===== src/shared/sample_ctl_pkg.sv =====
// Constants and carriers for the sample-rate and auxiliary converter block.
// Assumes a 250 MHz system clock and a classic Wishbone register bus.
package sample_ctl_pkg;

    // ************************************************************
    // Clock and timing
    // ************************************************************
    localparam int unsigned CLK_HZ      = 250_000_000;
    localparam int unsigned ODR_MIN_MHZ = 12_500;     // 12.5 Hz in mHz
    localparam int unsigned ODR_MAX_MHZ = 400_000;    // 400 Hz in mHz
    localparam int unsigned ODR_CODES   = 6;
    // Sample period in cycles for the slowest and fastest rate codes, rounded down
    localparam int unsigned CYC_12HZ5   = CLK_HZ / 1000 * 1000 / ODR_MIN_MHZ * 1000;
    localparam int unsigned CYC_400HZ   = CLK_HZ / (ODR_MAX_MHZ / 1000);

    // ************************************************************
    // Register map (byte offsets)
    // ************************************************************
    localparam logic [7:0] CTRL_OFF    = 8'h00;
    localparam logic [7:0] STATUS_OFF  = 8'h04;
    localparam logic [7:0] ACCEL_OFF   = 8'h08;
    localparam logic [7:0] TEMP_OFF    = 8'h0c;
    localparam logic [7:0] AUX_OFF     = 8'h10;
    localparam logic [7:0] SAMPLES_OFF = 8'h14;

    // Control fields
    localparam int unsigned MEAS_BIT   = 0;
    localparam int unsigned ODR_LSB    = 1;      // 3 bits
    localparam int unsigned BW_BIT     = 4;
    localparam int unsigned NOISE_LSB  = 5;      // 2 bits
    localparam int unsigned AUX_EN_BIT = 7;
    localparam int unsigned TFIFO_BIT  = 8;
    localparam int unsigned EXT_BIT    = 9;
    localparam logic [31:0] CTRL_RESET = 32'h0000_0006; // 100 Hz, quarter band, standby

    localparam int unsigned SAMPLE_W = 12;

    typedef enum logic [1:0] {
        NOISE_NORMAL = 2'h0,
        NOISE_LOW    = 2'h1,
        NOISE_ULTRA  = 2'h2
    } noise_mode_e;

    typedef enum logic [1:0] {
        ST_STANDBY = 2'b00,
        ST_MEASURE = 2'b01,
        ST_CAPTURE = 2'b11
    } run_state_e;

    typedef struct packed {
        logic        measure;
        logic [2:0]  odr;
        logic        filter_bandwidth_select;
        noise_mode_e noise;
        logic        aux_en;
        logic        temp_to_fifo;
        logic        ext_trigger;
    } ctrl_s;

    typedef struct packed {
        logic                valid;
        logic                is_temp;
        logic [SAMPLE_W-1:0] data;
    } fifo_word_s;

    typedef struct packed {
        logic [SAMPLE_W-1:0] accel;
        logic [SAMPLE_W-1:0] temp;
        logic [SAMPLE_W-1:0] aux;
    } sensor_s;

endpackage


===== src/verilog/sample_ctl.sv =====
// Sample pacing, filter/noise setup and auxiliary converter readout.
// Assumes converted values arrive on sens_in; trigger pin is asynchronous.
//
// Operation
// - Rate selectable from 12.5 to 400 Hz
// - Filter pole at quarter or half rate
// - Reset selects quarter-rate filter bandwidth
// - Converter samples only at selected rate, or on trigger pin rising edges when ext_trigger is set
// - Normal, low and ultralow noise modes
// - Auxiliary converter can be powered down
// - Auxiliary result 12-bit twos complement, readable
// - Auxiliary captured with accel and temperature
// - Internal timer limits auxiliary to 400/s
// - Auxiliary results never enter the FIFO
// - Option stores temperature samples in FIFO
// - Temperature updates with other samples
// - Temperature readings are 12 bits
// - Standby at reset, sampling suspended, data kept
//
// Our own choices: the Wishbone interface to the registers and the address map.
`timescale 1ns/1ps
module sample_ctl
    import sample_ctl_pkg::*;
(
    input  wire logic                             clk,
    input  wire logic                             rst,
    input  wire logic                             wb_cyc_i,
    input  wire logic                             wb_stb_i,
    input  wire logic                             wb_we_i,
    input  wire logic [7:0]                       wb_adr_i,
    input  wire logic [3:0]                       wb_sel_i,
    input  wire logic [31:0]                      wb_dat_i,
    output logic      [31:0]                      wb_dat_o,
    output logic                                  wb_ack_o,
    input  wire logic                             ext_trigger_pin,
    input  wire sample_ctl_pkg::sensor_s          sens_in,
    output logic                                  sample_strobe,
    output logic                                  aux_power_on,
    output logic      [1:0]                       filter_divider,
    output sample_ctl_pkg::noise_mode_e           noise_mode,
    output sample_ctl_pkg::fifo_word_s            fifo_out
);
    import sample_ctl_pkg::*;

    // ************************************************************
    // Control register and bus slave
    // ************************************************************
    ctrl_s       ctrl_reg;
    sensor_s     data_reg;
    logic [15:0] count_reg;
    logic        wb_req;
    logic        ctrl_wr;
    logic [31:0] rd_next;
    run_state_e  state_reg;

    assign wb_req  = wb_cyc_i && wb_stb_i && !wb_ack_o;
    assign ctrl_wr = wb_req && wb_we_i && wb_adr_i == CTRL_OFF;

    always_ff @(posedge clk) begin
        if (rst) begin
            wb_ack_o <= 1'b0;
        end else begin
            wb_ack_o <= wb_req;
        end
    end

    // Low byte holds measure/odr/bw/noise/aux, byte 1 the FIFO and trigger bits
    always_ff @(posedge clk) begin
        if (rst) begin
            // Field by field: the struct packs its fields in another order than the register
            ctrl_reg.measure                 <= CTRL_RESET[MEAS_BIT];
            ctrl_reg.odr                     <= CTRL_RESET[ODR_LSB +: 3];
            ctrl_reg.filter_bandwidth_select <= CTRL_RESET[BW_BIT];
            ctrl_reg.noise                   <= noise_mode_e'(CTRL_RESET[NOISE_LSB +: 2]);
            ctrl_reg.aux_en                  <= CTRL_RESET[AUX_EN_BIT];
            ctrl_reg.temp_to_fifo            <= CTRL_RESET[TFIFO_BIT];
            ctrl_reg.ext_trigger             <= CTRL_RESET[EXT_BIT];
        end else if (ctrl_wr) begin
            if (wb_sel_i[0]) begin
                ctrl_reg.measure                 <= wb_dat_i[MEAS_BIT];
                ctrl_reg.odr                     <= wb_dat_i[ODR_LSB +: 3];
                ctrl_reg.filter_bandwidth_select <= wb_dat_i[BW_BIT];
                ctrl_reg.noise                   <= noise_mode_e'(wb_dat_i[NOISE_LSB +: 2]);
                ctrl_reg.aux_en                  <= wb_dat_i[AUX_EN_BIT];
            end
            if (wb_sel_i[1]) begin
                ctrl_reg.temp_to_fifo <= wb_dat_i[TFIFO_BIT];
                ctrl_reg.ext_trigger  <= wb_dat_i[EXT_BIT];
            end
        end
    end

    always_comb begin
        rd_next = 32'h0000_0000;
        case (wb_adr_i)
            CTRL_OFF: begin
                rd_next[MEAS_BIT]         = ctrl_reg.measure;
                rd_next[ODR_LSB +: 3]     = ctrl_reg.odr;
                rd_next[BW_BIT]           = ctrl_reg.filter_bandwidth_select;
                rd_next[NOISE_LSB +: 2]   = ctrl_reg.noise;
                rd_next[AUX_EN_BIT]       = ctrl_reg.aux_en;
                rd_next[TFIFO_BIT]        = ctrl_reg.temp_to_fifo;
                rd_next[EXT_BIT]          = ctrl_reg.ext_trigger;
            end
            STATUS_OFF:  rd_next[1:0] = state_reg;
            ACCEL_OFF:   rd_next = {{20{data_reg.accel[11]}}, data_reg.accel};
            TEMP_OFF:    rd_next = {{20{data_reg.temp[11]}}, data_reg.temp};
            AUX_OFF:     rd_next = {{20{data_reg.aux[11]}}, data_reg.aux};
            SAMPLES_OFF: rd_next[15:0] = count_reg;
            default:     rd_next = 32'h0000_0000;
        endcase
    end

    always_ff @(posedge clk) begin
        if (rst) begin
            wb_dat_o <= 32'h0000_0000;
        end else if (wb_req && !wb_we_i) begin
            wb_dat_o <= rd_next;
        end
    end

    // ************************************************************
    // Rate timer and trigger synchroniser
    // ************************************************************
    // Rate codes 0..5: 12.5, 25, 50, 100, 200, 400 Hz; 6 and 7 act as 400 Hz
    logic [31:0] period;
    logic [31:0] tick_cnt_reg;
    logic [2:0]  trig_sync_reg;
    logic        trig_level_reg;
    logic        trig_event;
    logic        tick;

    always_comb begin
        if (ctrl_reg.odr < 3'(ODR_CODES)) begin
            period = CYC_12HZ5 >> ctrl_reg.odr;
        end else begin
            period = CYC_400HZ;
        end
    end

    always_ff @(posedge clk) begin
        if (rst) begin
            trig_sync_reg  <= 3'h0;
            trig_level_reg <= 1'b0;
        end else begin
            trig_sync_reg <= {trig_sync_reg[1:0], ext_trigger_pin};
            if (trig_sync_reg[2] == trig_sync_reg[1]) begin
                trig_level_reg <= trig_sync_reg[2];
            end
        end
    end

    assign trig_event = trig_sync_reg[2] == trig_sync_reg[1]
                        && trig_sync_reg[2] && !trig_level_reg;

    // Internal pacing never beats the 400 Hz period; external may go faster
    always_ff @(posedge clk) begin
        if (rst || state_reg == ST_STANDBY) begin
            tick_cnt_reg <= 32'h0;
        end else if (tick_cnt_reg + 32'h1 >= period) begin
            tick_cnt_reg <= 32'h0;
        end else begin
            tick_cnt_reg <= tick_cnt_reg + 32'h1;
        end
    end

    assign tick = ctrl_reg.ext_trigger ? trig_event
                                       : (tick_cnt_reg + 32'h1 >= period);

    // ************************************************************
    // Sequencer
    // ************************************************************
    always_ff @(posedge clk) begin
        if (rst) begin
            state_reg <= ST_STANDBY;
        end else begin
            case (state_reg)
                ST_STANDBY: if (ctrl_reg.measure) state_reg <= ST_MEASURE;
                ST_MEASURE: begin
                    if (!ctrl_reg.measure) begin
                        state_reg <= ST_STANDBY;
                    end else if (tick) begin
                        state_reg <= ST_CAPTURE;
                    end
                end
                ST_CAPTURE: state_reg <= ctrl_reg.measure ? ST_MEASURE : ST_STANDBY;
                default:    state_reg <= ST_STANDBY;
            endcase
        end
    end

    // One capture event latches accel, temp and, if aux_en, aux together; standby keeps old data
    always_ff @(posedge clk) begin
        if (rst) begin
            data_reg      <= '0;
            count_reg     <= 16'h0;
            sample_strobe <= 1'b0;
        end else begin
            sample_strobe <= state_reg == ST_CAPTURE;
            if (state_reg == ST_CAPTURE) begin
                data_reg.accel <= sens_in.accel;
                data_reg.temp  <= sens_in.temp;
                if (ctrl_reg.aux_en) begin
                    data_reg.aux <= sens_in.aux;
                end
                count_reg <= count_reg + 16'h1;
            end
        end
    end

    // Only temperature may join the FIFO stream; the aux path has no route here
    always_ff @(posedge clk) begin
        if (rst) begin
            fifo_out <= '0;
        end else begin
            fifo_out.valid   <= state_reg == ST_CAPTURE && ctrl_reg.temp_to_fifo;
            fifo_out.is_temp <= 1'b1;
            fifo_out.data    <= sens_in.temp;
        end
    end

    // ************************************************************
    // Analog setup outputs
    // ************************************************************
    always_ff @(posedge clk) begin
        if (rst) begin
            aux_power_on   <= 1'b0;
            filter_divider <= 2'h2;
            noise_mode     <= NOISE_NORMAL;
        end else begin
            aux_power_on   <= ctrl_reg.aux_en && state_reg != ST_STANDBY;
            filter_divider <= ctrl_reg.filter_bandwidth_select ? 2'h1 : 2'h2;
            noise_mode     <= ctrl_reg.noise;
        end
    end

    // ************************************************************
    // Checks
    // ************************************************************
    bw_reset_a: assert property (@(posedge clk) $fell(rst) |-> filter_divider == 2'h2)
        else $error("filter not quarter after reset");
    bw_map_a: assert property (@(posedge clk) disable iff (rst)
        ctrl_reg.filter_bandwidth_select |=> filter_divider == 2'h1)
        else $error("half band not applied");
    quarter_map_a: assert property (@(posedge clk) disable iff (rst)
        !ctrl_reg.filter_bandwidth_select |=> filter_divider == 2'h2)
        else $error("quarter band not applied");
    standby_hold_a: assert property (@(posedge clk) disable iff (rst)
        state_reg == ST_STANDBY |=> $stable(data_reg) && !fifo_out.valid)
        else $error("data changed in standby");
    standby_stay_a: assert property (@(posedge clk) disable iff (rst)
        state_reg == ST_STANDBY && !ctrl_reg.measure |=> state_reg == ST_STANDBY)
        else $error("left standby without measure");
    capture_strobe_a: assert property (@(posedge clk) disable iff (rst)
        state_reg == ST_CAPTURE |=> sample_strobe)
        else $error("capture without strobe");
    strobe_pulse_a: assert property (@(posedge clk) disable iff (rst)
        sample_strobe |=> !sample_strobe)
        else $error("strobe longer than one cycle");
    count_step_a: assert property (@(posedge clk) disable iff (rst)
        state_reg == ST_CAPTURE |=> count_reg == $past(count_reg) + 16'h1)
        else $error("sample count not advanced");
    capture_data_a: assert property (@(posedge clk) disable iff (rst)
        state_reg == ST_CAPTURE |=> data_reg.temp == $past(sens_in.temp)
        && data_reg.accel == $past(sens_in.accel))
        else $error("temperature not captured with accel");
    aux_off_a: assert property (@(posedge clk) disable iff (rst)
        !ctrl_reg.aux_en && state_reg == ST_CAPTURE |=> $stable(data_reg.aux))
        else $error("aux updated while off");
    aux_power_a: assert property (@(posedge clk) disable iff (rst)
        state_reg == ST_STANDBY |=> !aux_power_on)
        else $error("aux powered in standby");
    aux_follow_a: assert property (@(posedge clk) disable iff (rst)
        ctrl_reg.aux_en && state_reg == ST_MEASURE |=> aux_power_on)
        else $error("aux not powered while measuring");
    temp_fifo_a: assert property (@(posedge clk) disable iff (rst)
        fifo_out.valid |-> $past(ctrl_reg.temp_to_fifo) && sample_strobe)
        else $error("fifo write without option");
    fifo_temp_a: assert property (@(posedge clk) disable iff (rst)
        fifo_out.valid |-> fifo_out.is_temp && fifo_out.data == data_reg.temp)
        else $error("fifo word is not temperature");
    noise_map_a: assert property (@(posedge clk) disable iff (rst)
        ##1 noise_mode == $past(ctrl_reg.noise))
        else $error("noise mode not followed");
    // Internal pacing needs at least 625,000 cycles a sample, so only long runs reach this one
    rate_limit_a: assert property (@(posedge clk) disable iff (rst)
        !ctrl_reg.ext_trigger && state_reg == ST_CAPTURE
        |=> state_reg != ST_CAPTURE [*2])
        else $error("internal capture too fast");
    ack_pulse_a: assert property (@(posedge clk) disable iff (rst)
        wb_ack_o |=> !wb_ack_o)
        else $error("ack longer than one cycle");
    ack_answer_a: assert property (@(posedge clk) disable iff (rst)
        wb_cyc_i && wb_stb_i && !wb_ack_o |=> wb_ack_o)
        else $error("bus request not acknowledged");

    capture_c: cover property (@(posedge clk) disable iff (rst) sample_strobe);
    ext_c:     cover property (@(posedge clk) disable iff (rst)
        ctrl_reg.ext_trigger && state_reg == ST_CAPTURE);
    tfifo_c:   cover property (@(posedge clk) disable iff (rst) fifo_out.valid);
    stop_c:    cover property (@(posedge clk) disable iff (rst)
        state_reg == ST_MEASURE ##1 state_reg == ST_STANDBY);
    internal_c: cover property (@(posedge clk) disable iff (rst)
        state_reg == ST_MEASURE && !ctrl_reg.ext_trigger);

endmodule

===== config.mk =====
export PLATFORM = sky130hd
export DESIGN_NAME = sample_ctl
export DESIGN_NICKNAME = d
export VERILOG_FILES = /design/src/shared/sample_ctl_pkg.sv /design/src/verilog/sample_ctl.sv
export SDC_FILE = /design/constraint.sdc
export NUM_CORES = 1
export LEC_CHECK = 0
export CORE_UTILIZATION = 60
export DETAILED_ROUTE_END_ITERATION = 6
export DONT_BUFFER_PORTS = 1
export PLACE_DENSITY = 0.76
export SLEW_MARGIN = 20
export SYNTH_ARGS = -nofsm -noshare
export SYNTH_HDL_FRONTEND = slang
export SYNTH_SLANG_ARGS = --single-unit

===== constraint.sdc =====
create_clock -name clk -period 4.81 [get_ports clk]
set_clock_uncertainty 0.1 [all_clocks]
set_input_delay 0.2405 -clock clk [delete_from_list [all_inputs] [get_ports clk]]
set_output_delay 0.2405 -clock clk [all_outputs]
set_load 0.01 [all_outputs]

==> summary.md, run 1 <==
| Metric | Value |
|---|---|
| Core Area | roughly 0.011 mm2 |
| Yosys reg bits | between 100 and 150 |
| Max Fclk | about 0.24 GHz |
| Full die area | roughly 0.011 mm2 |
| Share of cells above drive strength 1 | under 10% |
| Area of the multi-input gates | 0.00354 mm2 |
| Die X | 107 um |
| GR Overflow Total | 0 |
| Worst Hold Class | in2reg |
| Worst Hold Depth | 4 |
| Nets | between 800 and 900 |
| Die height | between 100 and 150 um |
| RSZ-0062 raised after global routing | false |
| PwrDens | approximately 330 mW/mm2 |
| Clock buffer depth | 2 |
| Reg2Reg Depth | 12 |
| P&R area growth vs syn | 17.9% |
| # rows | 37 |
| Root Buffer | clkbuf_8 |
| Initial antenna violation count | 0 |
| Setup crit start kind | flop |
| Cells after Synth | roughly 730 |
| Vias after detailed routing | about 5500 |
| Worst-Margin Slew | about 0.94 ns |
| Worst path arrival time | 4.54 ns |
| Starting DRT DRC Count | a little over 300 |
| CP startpoint | tick_cnt_reg[0] |
| Finish-stage setup viols | 0 |
| Synthesis Warnings | 0 |
| Pre-antenna DRT Iters | 6 |
| Critical path fanouts, max | 11 |
| Cell area after synthesis | 0.00660 mm2 |
| Commonest cells after routing, fill and taps aside | dfxtp_1, nand2_1, a21oi_1 |
| Outcome | completed |
| Top FF cell, synth | dfxtp_1 |
| Setup Buffers After CTS | 0 |
| Initial core utilization | a little over three fifths |
| Final worst path period share | between 80% and 90% |
| Min Tclk post-route | 4.20 ns |
| Sequential area share after synthesis | 41.8% |
| Antenna cells | 0 |
| Port Buffers | 0 |
| Vias in the first global route | between 5000 and 6000 |
| Fin. Hold Viols | 0 |
| Worst setup EP type | flop |
| Total wire length | around 16 mm |
| Commonest non-fill, non-tap cell in the layout | dfxtp_1 |
| Worst skew pair latency | about 0.53 ns |
| Critical path type | reg2reg |
| R2R Path Start | tick_cnt_reg[0] |
| Maximum VDD drop | 0.343 mV |
| Reg area | 0.00276 mm2 |
| Reg2Reg Setup Slack | 0.61 ns |
| CTS tree | built |
| FF-to-FF End | tick_cnt_reg[19] |
| CTS Sinks | approximately 140 |
| Post-synth ARST share | 0% |
| Final HPWL DP | between 10 and 15 mm |
| Maxcap violations | 0 |
| EDFF count, synth | 0 |
| DP Area | 0.00656 mm2 |
| First-pass GRT wire length | roughly 26 mm |
| Crit path to | tick_cnt_reg[19] |
| Post-DR wirelength/cell | between 15 and 20 um |
| Slew margin rel. | ~37% |
| Ports | 139 |
| Largest register FFs | 36 |
| Leak | ~3.0 nW |
| Antenna viol nets, final | 0 |
| Critical Path RT | 5.15 ns |
| Syn Area/Cell | between 8 and 9 um2 |
| Final Instance Area | about 0.0078 mm2 |
| Gpl congestion | approximately 0.9 |
| DRC errors left | 0 |
| TNS Setup | 0 ns |
| Largest net degree at the start of global routing | 94 |
| Fill cells | between 700 and 800 |
| Via-per-instance ratio | 5.94 |
| Gr usage total | 29.7% |
| H-tree Lvls | 4 |
| WHS | about 0.044 ns |
| Clock transition at the registers of the reported paths | about 0.060 ns |
| Post-cts sizing count | 0 |
| Post-synth cell types | 59 |
| CTS buffer count | 17 |
| Max-slew violations | 0 |
[worst min path at each step]
stage | start | end | slack, ns
after global routing | wb_adr_i[2] | wb_dat_o[1] | 0.05
final | wb_adr_i[2] | wb_dat_o[10] | 0.04
after global placement | rst | wb_dat_o[30] | 0.22
after CTS | wb_adr_i[2] | wb_dat_o[0] | 0.02
after detailed placement | rst | fifo_out[0] | 0.22
after floorplan | wb_dat_i[1] | ctrl_reg[6] | 0.27
[layer usage]
metal | wire [um] | global-route usage (%) | up-vias
met2 | 8260 | 52.4 | 163
met1 | 6380 | 33.0 | 2623
met5 | 0 | 0 | -
li1 | - | - | 2644
met3 | 869 | 8.33 | 51
met4 | 585 | 13.8 | 0
[report_power, final]
group | internal (mW) | total, mW | switching (mW)
sequential | 1.16 | 1.17 | 0.0154
clock | 0.824 | 1.34 | 0.511
combinational | 0.0496 | 0.0930 | 0.0434
total | 2.03 | 2.60 | 0.570
[stage by stage]
stage               worst slack (ns)  util [%]  std cells  power [mW]
CTS                            0.655      74.1        923        2.61
global placement               0.823      62.4        831        1.24
global route                   0.417      74.1        923        2.67
detailed placement             0.707      62.4        831        1.24
finish                         0.606      74.1        923        2.60
floorplan                       1.42         -        740        1.25
[cell type report]
type / count / area share, %
Sequential cell: 138 / 35.5
Inverter: 12 / 0.579
Clock inverter: 12 / 2.09
Clock buffer: 20 / 5.72
Multi-Input combinational cell: 540 / 45.5
Timing Repair Buffer: 65 / 8.42
Tap cell: 136 / 2.19
[synth_stat cells, drive strengths merged, types with 2 or more instances]
library cell  count  area [um2]
a211oi            9        67.6
a21o              2        15.0
a21oi            64         320
and2              4        25.0
and3             11        70.1
and4              2        17.5
buf              26         198
clkbuf           24        90.1
dfxtp           138        2760
ha               33         413
inv              11        41.3
mux2i            37         370
nand2           115         432
nand2b            3        18.8
nand3            16        80.1
nand4            17         128
nor2             62         233
nor2b            21         131
nor3             10        55.1
nor4              4        37.5
nor4b            24         340
o21a              2        15.0
o21ai            20         100
o221ai            3        26.3
o22ai            10        62.6
o31ai             2        15.0
or3               5        31.3
or4               4        33.8
xnor2            17         149
xor2             22         193
[repair_timing]
item                                   in CTS  in global routing
endpoints found under the hold margin     103                  0
hold buffers                               60                  0
setup endpoints to repair                   0                  0
[worst max-delay path, stage by stage (launching register included)]
cell and delay (ns):
dfxtp_1 0.44, nand3_1 0.25, nor3_1 0.59, and3_1 0.30, nand3_1 0.10, xnor2_1 0.21
ha_1 0.29, a21oi_1 0.16, o21ai_0 0.14, or4_1 0.50, a211o_1 0.46, buf_4 0.28
nor4b_2 0.28
[cells by family after synthesis]
| kind of cell | synth area share, % |
|---|---|
| mux | 5.78 |
| buf+inv | 5.04 |
| compound gates | 10.6 |
| other cells | 0.0568 |
| xor+xnor | 5.17 |
| simple gates | 25.3 |
| flops | 41.8 |
| fa+ha+maj | 6.25 |
No activity file was read; power rests on OpenSTA's default activity.
==> run 2: changes to the inputs <==
--- a/config.mk
+++ b/config.mk
@@ -8,6 +8,7 @@
 export CORE_UTILIZATION = 60
 export DETAILED_ROUTE_END_ITERATION = 6
 export DONT_BUFFER_PORTS = 1
+export HOLD_SLACK_MARGIN = 0.02
 export PLACE_DENSITY = 0.76
 export SLEW_MARGIN = 20
 export SYNTH_ARGS = -nofsm -noshare
==> constraint.sdc (replaced) <==
create_clock -name clk -period 5.1 [get_ports clk]
set_clock_uncertainty 0.1 [all_clocks]
set_input_delay 1.02 -clock clk [delete_from_list [all_inputs] [get_ports clk]]
set_output_delay 1.02 -clock clk [all_outputs]
set_load 0.01 [all_outputs]
==> summary.md, run 2 (same netlist as run 1, synthesis figures left out) <==
| Metric | Value |
|---|---|
| Max Fclk | approximately 0.23 GHz |
| CTS buffer count | 17 |
| Worst-Margin Slew | roughly 0.94 ns |
| Worst path max stage delay | approximately 0.62 ns |
| Maximum VDD drop | 0.272 mV |
| Slowest-stage cell, CP | a211o_1 |
| Maxcap violations | 0 |
| Nets | 832 |
| Post-cts sizing count | 0 |
| Outcome | completed |
| Final HPWL DP | 10.4 mm |
| Worst Hold Class | reg2reg |
| Post-DR wirelength/cell | roughly 17 um |
| Vias in the first global route | between 4000 and 5000 |
| WHS | roughly 0.34 ns |
| Worst path arrival time | roughly 4.7 ns |
| Critical Path RT | 5.44 ns |
| DRC errors left | 0 |
| Die X | about 110 um |
| Vias after detailed routing | 5110 |
| CTS Sinks | approximately 140 |
| Critical path fanouts, max | 19 |
| Antenna cells | 0 |
| Commonest cells after routing, fill and taps aside | dfxtp_1, nand2_1, a21oi_1 |
| Clock transition at the registers of the reported paths | roughly 0.06 ns |
| Min Tclk post-route | between 4 and 5 ns |
| Final worst path period share | a little over four fifths |
| Antenna viol nets, final | 0 |
| CTS tree | built |
| Via-per-instance ratio | between 5 and 6 |
| Worst skew pair latency | roughly 0.53 ns |
| Fin. Hold Viols | 0 |
| Pre-antenna DRT Iters | 5 |
| TNS Setup | 0 ns |
| Setup crit start kind | flop |
| Post-route setup slack | around 0.77 ns |
| Starting DRT DRC Count | about 310 |
| Worst slack, placed | a little under 0.8 ns |
| Root Buffer | clkbuf_8 |
| # rows | 37 |
| Cell Chain, Critical Path | nand3_1, nor3_1, and3_1, nand3_1, xnor2_1, ha_1, a21oi_1, o21ai_0, or4_1, a211o_1, buf_4, nor4b_2 |
| Leak | 2.75 nW |
| Total wire length | about 15 mm |
| RSZ-0062 raised after global routing | false |
| Finish-stage setup viols | 0 |
| PwrDens | approximately 340 mW/mm2 |
| Initial antenna violation count | 0 |
| Gr usage total | between 20% and 30% |
| Commonest non-fill, non-tap cell in the layout | dfxtp_1 |
| Initial core utilization | ~63% |
| Core Area | approximately 0.011 mm2 |
| Largest register FFs | 36 |
| H-tree Lvls | 4 |
| P&R area growth vs syn | 9.06% |
| Worst setup EP type | flop |
| Slew margin rel. | roughly 37% |
| Share of cells above drive strength 1 | 9.50% |
| GR Overflow Total | 0 |
| Die height | between 100 and 150 um |
| Full die area | ~0.011 mm2 |
| Port Buffers | 0 |
| Gpl congestion | about 0.86 |
| First-pass GRT wire length | between 20 and 25 mm |
| Most frequent cell on the critical path | nand3_1 |
| Ports | between 100 and 150 |
| Clock buffer depth | 2 |
| Hold buffer count at cts | 0 |
| Setup Buffers After CTS | 0 |
| Critical path type | reg2reg |
| Max-slew violations | 0 |
| Largest net degree at the start of global routing | 94 |
==> run 2: cell types whose count changed in the layout (fill, tap and decap cells not counted), sizes merged <==
| cell | before | now |
|---|---|---|
| buf | 6 | 4 |
| bufinv | 3 | 5 |
| clkbuf | 20 | 17 |
| clkinv | 5 | 4 |
| dlygate4sd3 | 59 | 0 |
| inv | 14 | 16 |
==> run 2: metal layers <==
metal | vias to the layer above | global-route usage (%) | part of all wire, %
li1 | 2513 | - | -
met1 | 2386 | 29.6 | 40
met2 | 173 | 47.5 | 51
met3 | 38 | 7.84 | 5.7
met4 | 0 | 12.7 | 3.1
met5 | - | 0 | 0
==> run 2: cell type report <==
cell class / instances / area, um2
clock buffers: 17 / 414
clock inverters: 15 / 236
fillers: 832 / 3310
inverters: 12 / 45.0
multi-input cells: 540 / 3540
flip-flops and latches: 138 / 2760
well taps: 136 / 170
repair buffers: 4 / 30.0
==> run 2: worst max-delay path: cells and delay by family, from the launching register on <==
family                   cells  cell delay, ns
AND/OR/NAND/NOR              6            1.96
AO/OA/AOI/OAI                3            0.88
flip-flops                   1            0.45
buffers and inverters        1            0.35
adder cells (fa/ha/maj)      1            0.29
XOR/XNOR                     1            0.22
==> run 2: path summary, 6_finish.rpt <==
check | startpoint | endpoint | slack (ns) | depth (start not counted)
setup / recovery | tick_cnt_reg[0] | tick_cnt_reg[12] | 0.77 | 12
hold / removal | trig_sync_reg[0] | trig_sync_reg[1] | 0.34 | 1
setup reg to reg | tick_cnt_reg[0] | tick_cnt_reg[12] | 0.77 | 12
hold reg to reg | trig_sync_reg[0] | trig_sync_reg[1] | 0.34 | 1
==> run 2: power by group <==
group | internal, mW | switching [mW] | leakage, nW
Sequential | 1.09 | 0.0144 | 1.12
Clock | 0.855 | 0.486 | 0.313
Combinational | 0.0161 | 0.0196 | 1.31
==> run 2: stage by stage <==
step	power, mW	std cells	area, um2	utilization (%)
2_1_floorplan	1.17	740	6630	-
3_3_place_gp	1.16	830	6550	62.3
3_5_place_dp	1.17	830	6550	62.3
4_1_cts	2.50	862	7200	68.5
5_1_grt	2.55	862	7200	68.5
6_report	2.48	862	7200	68.5
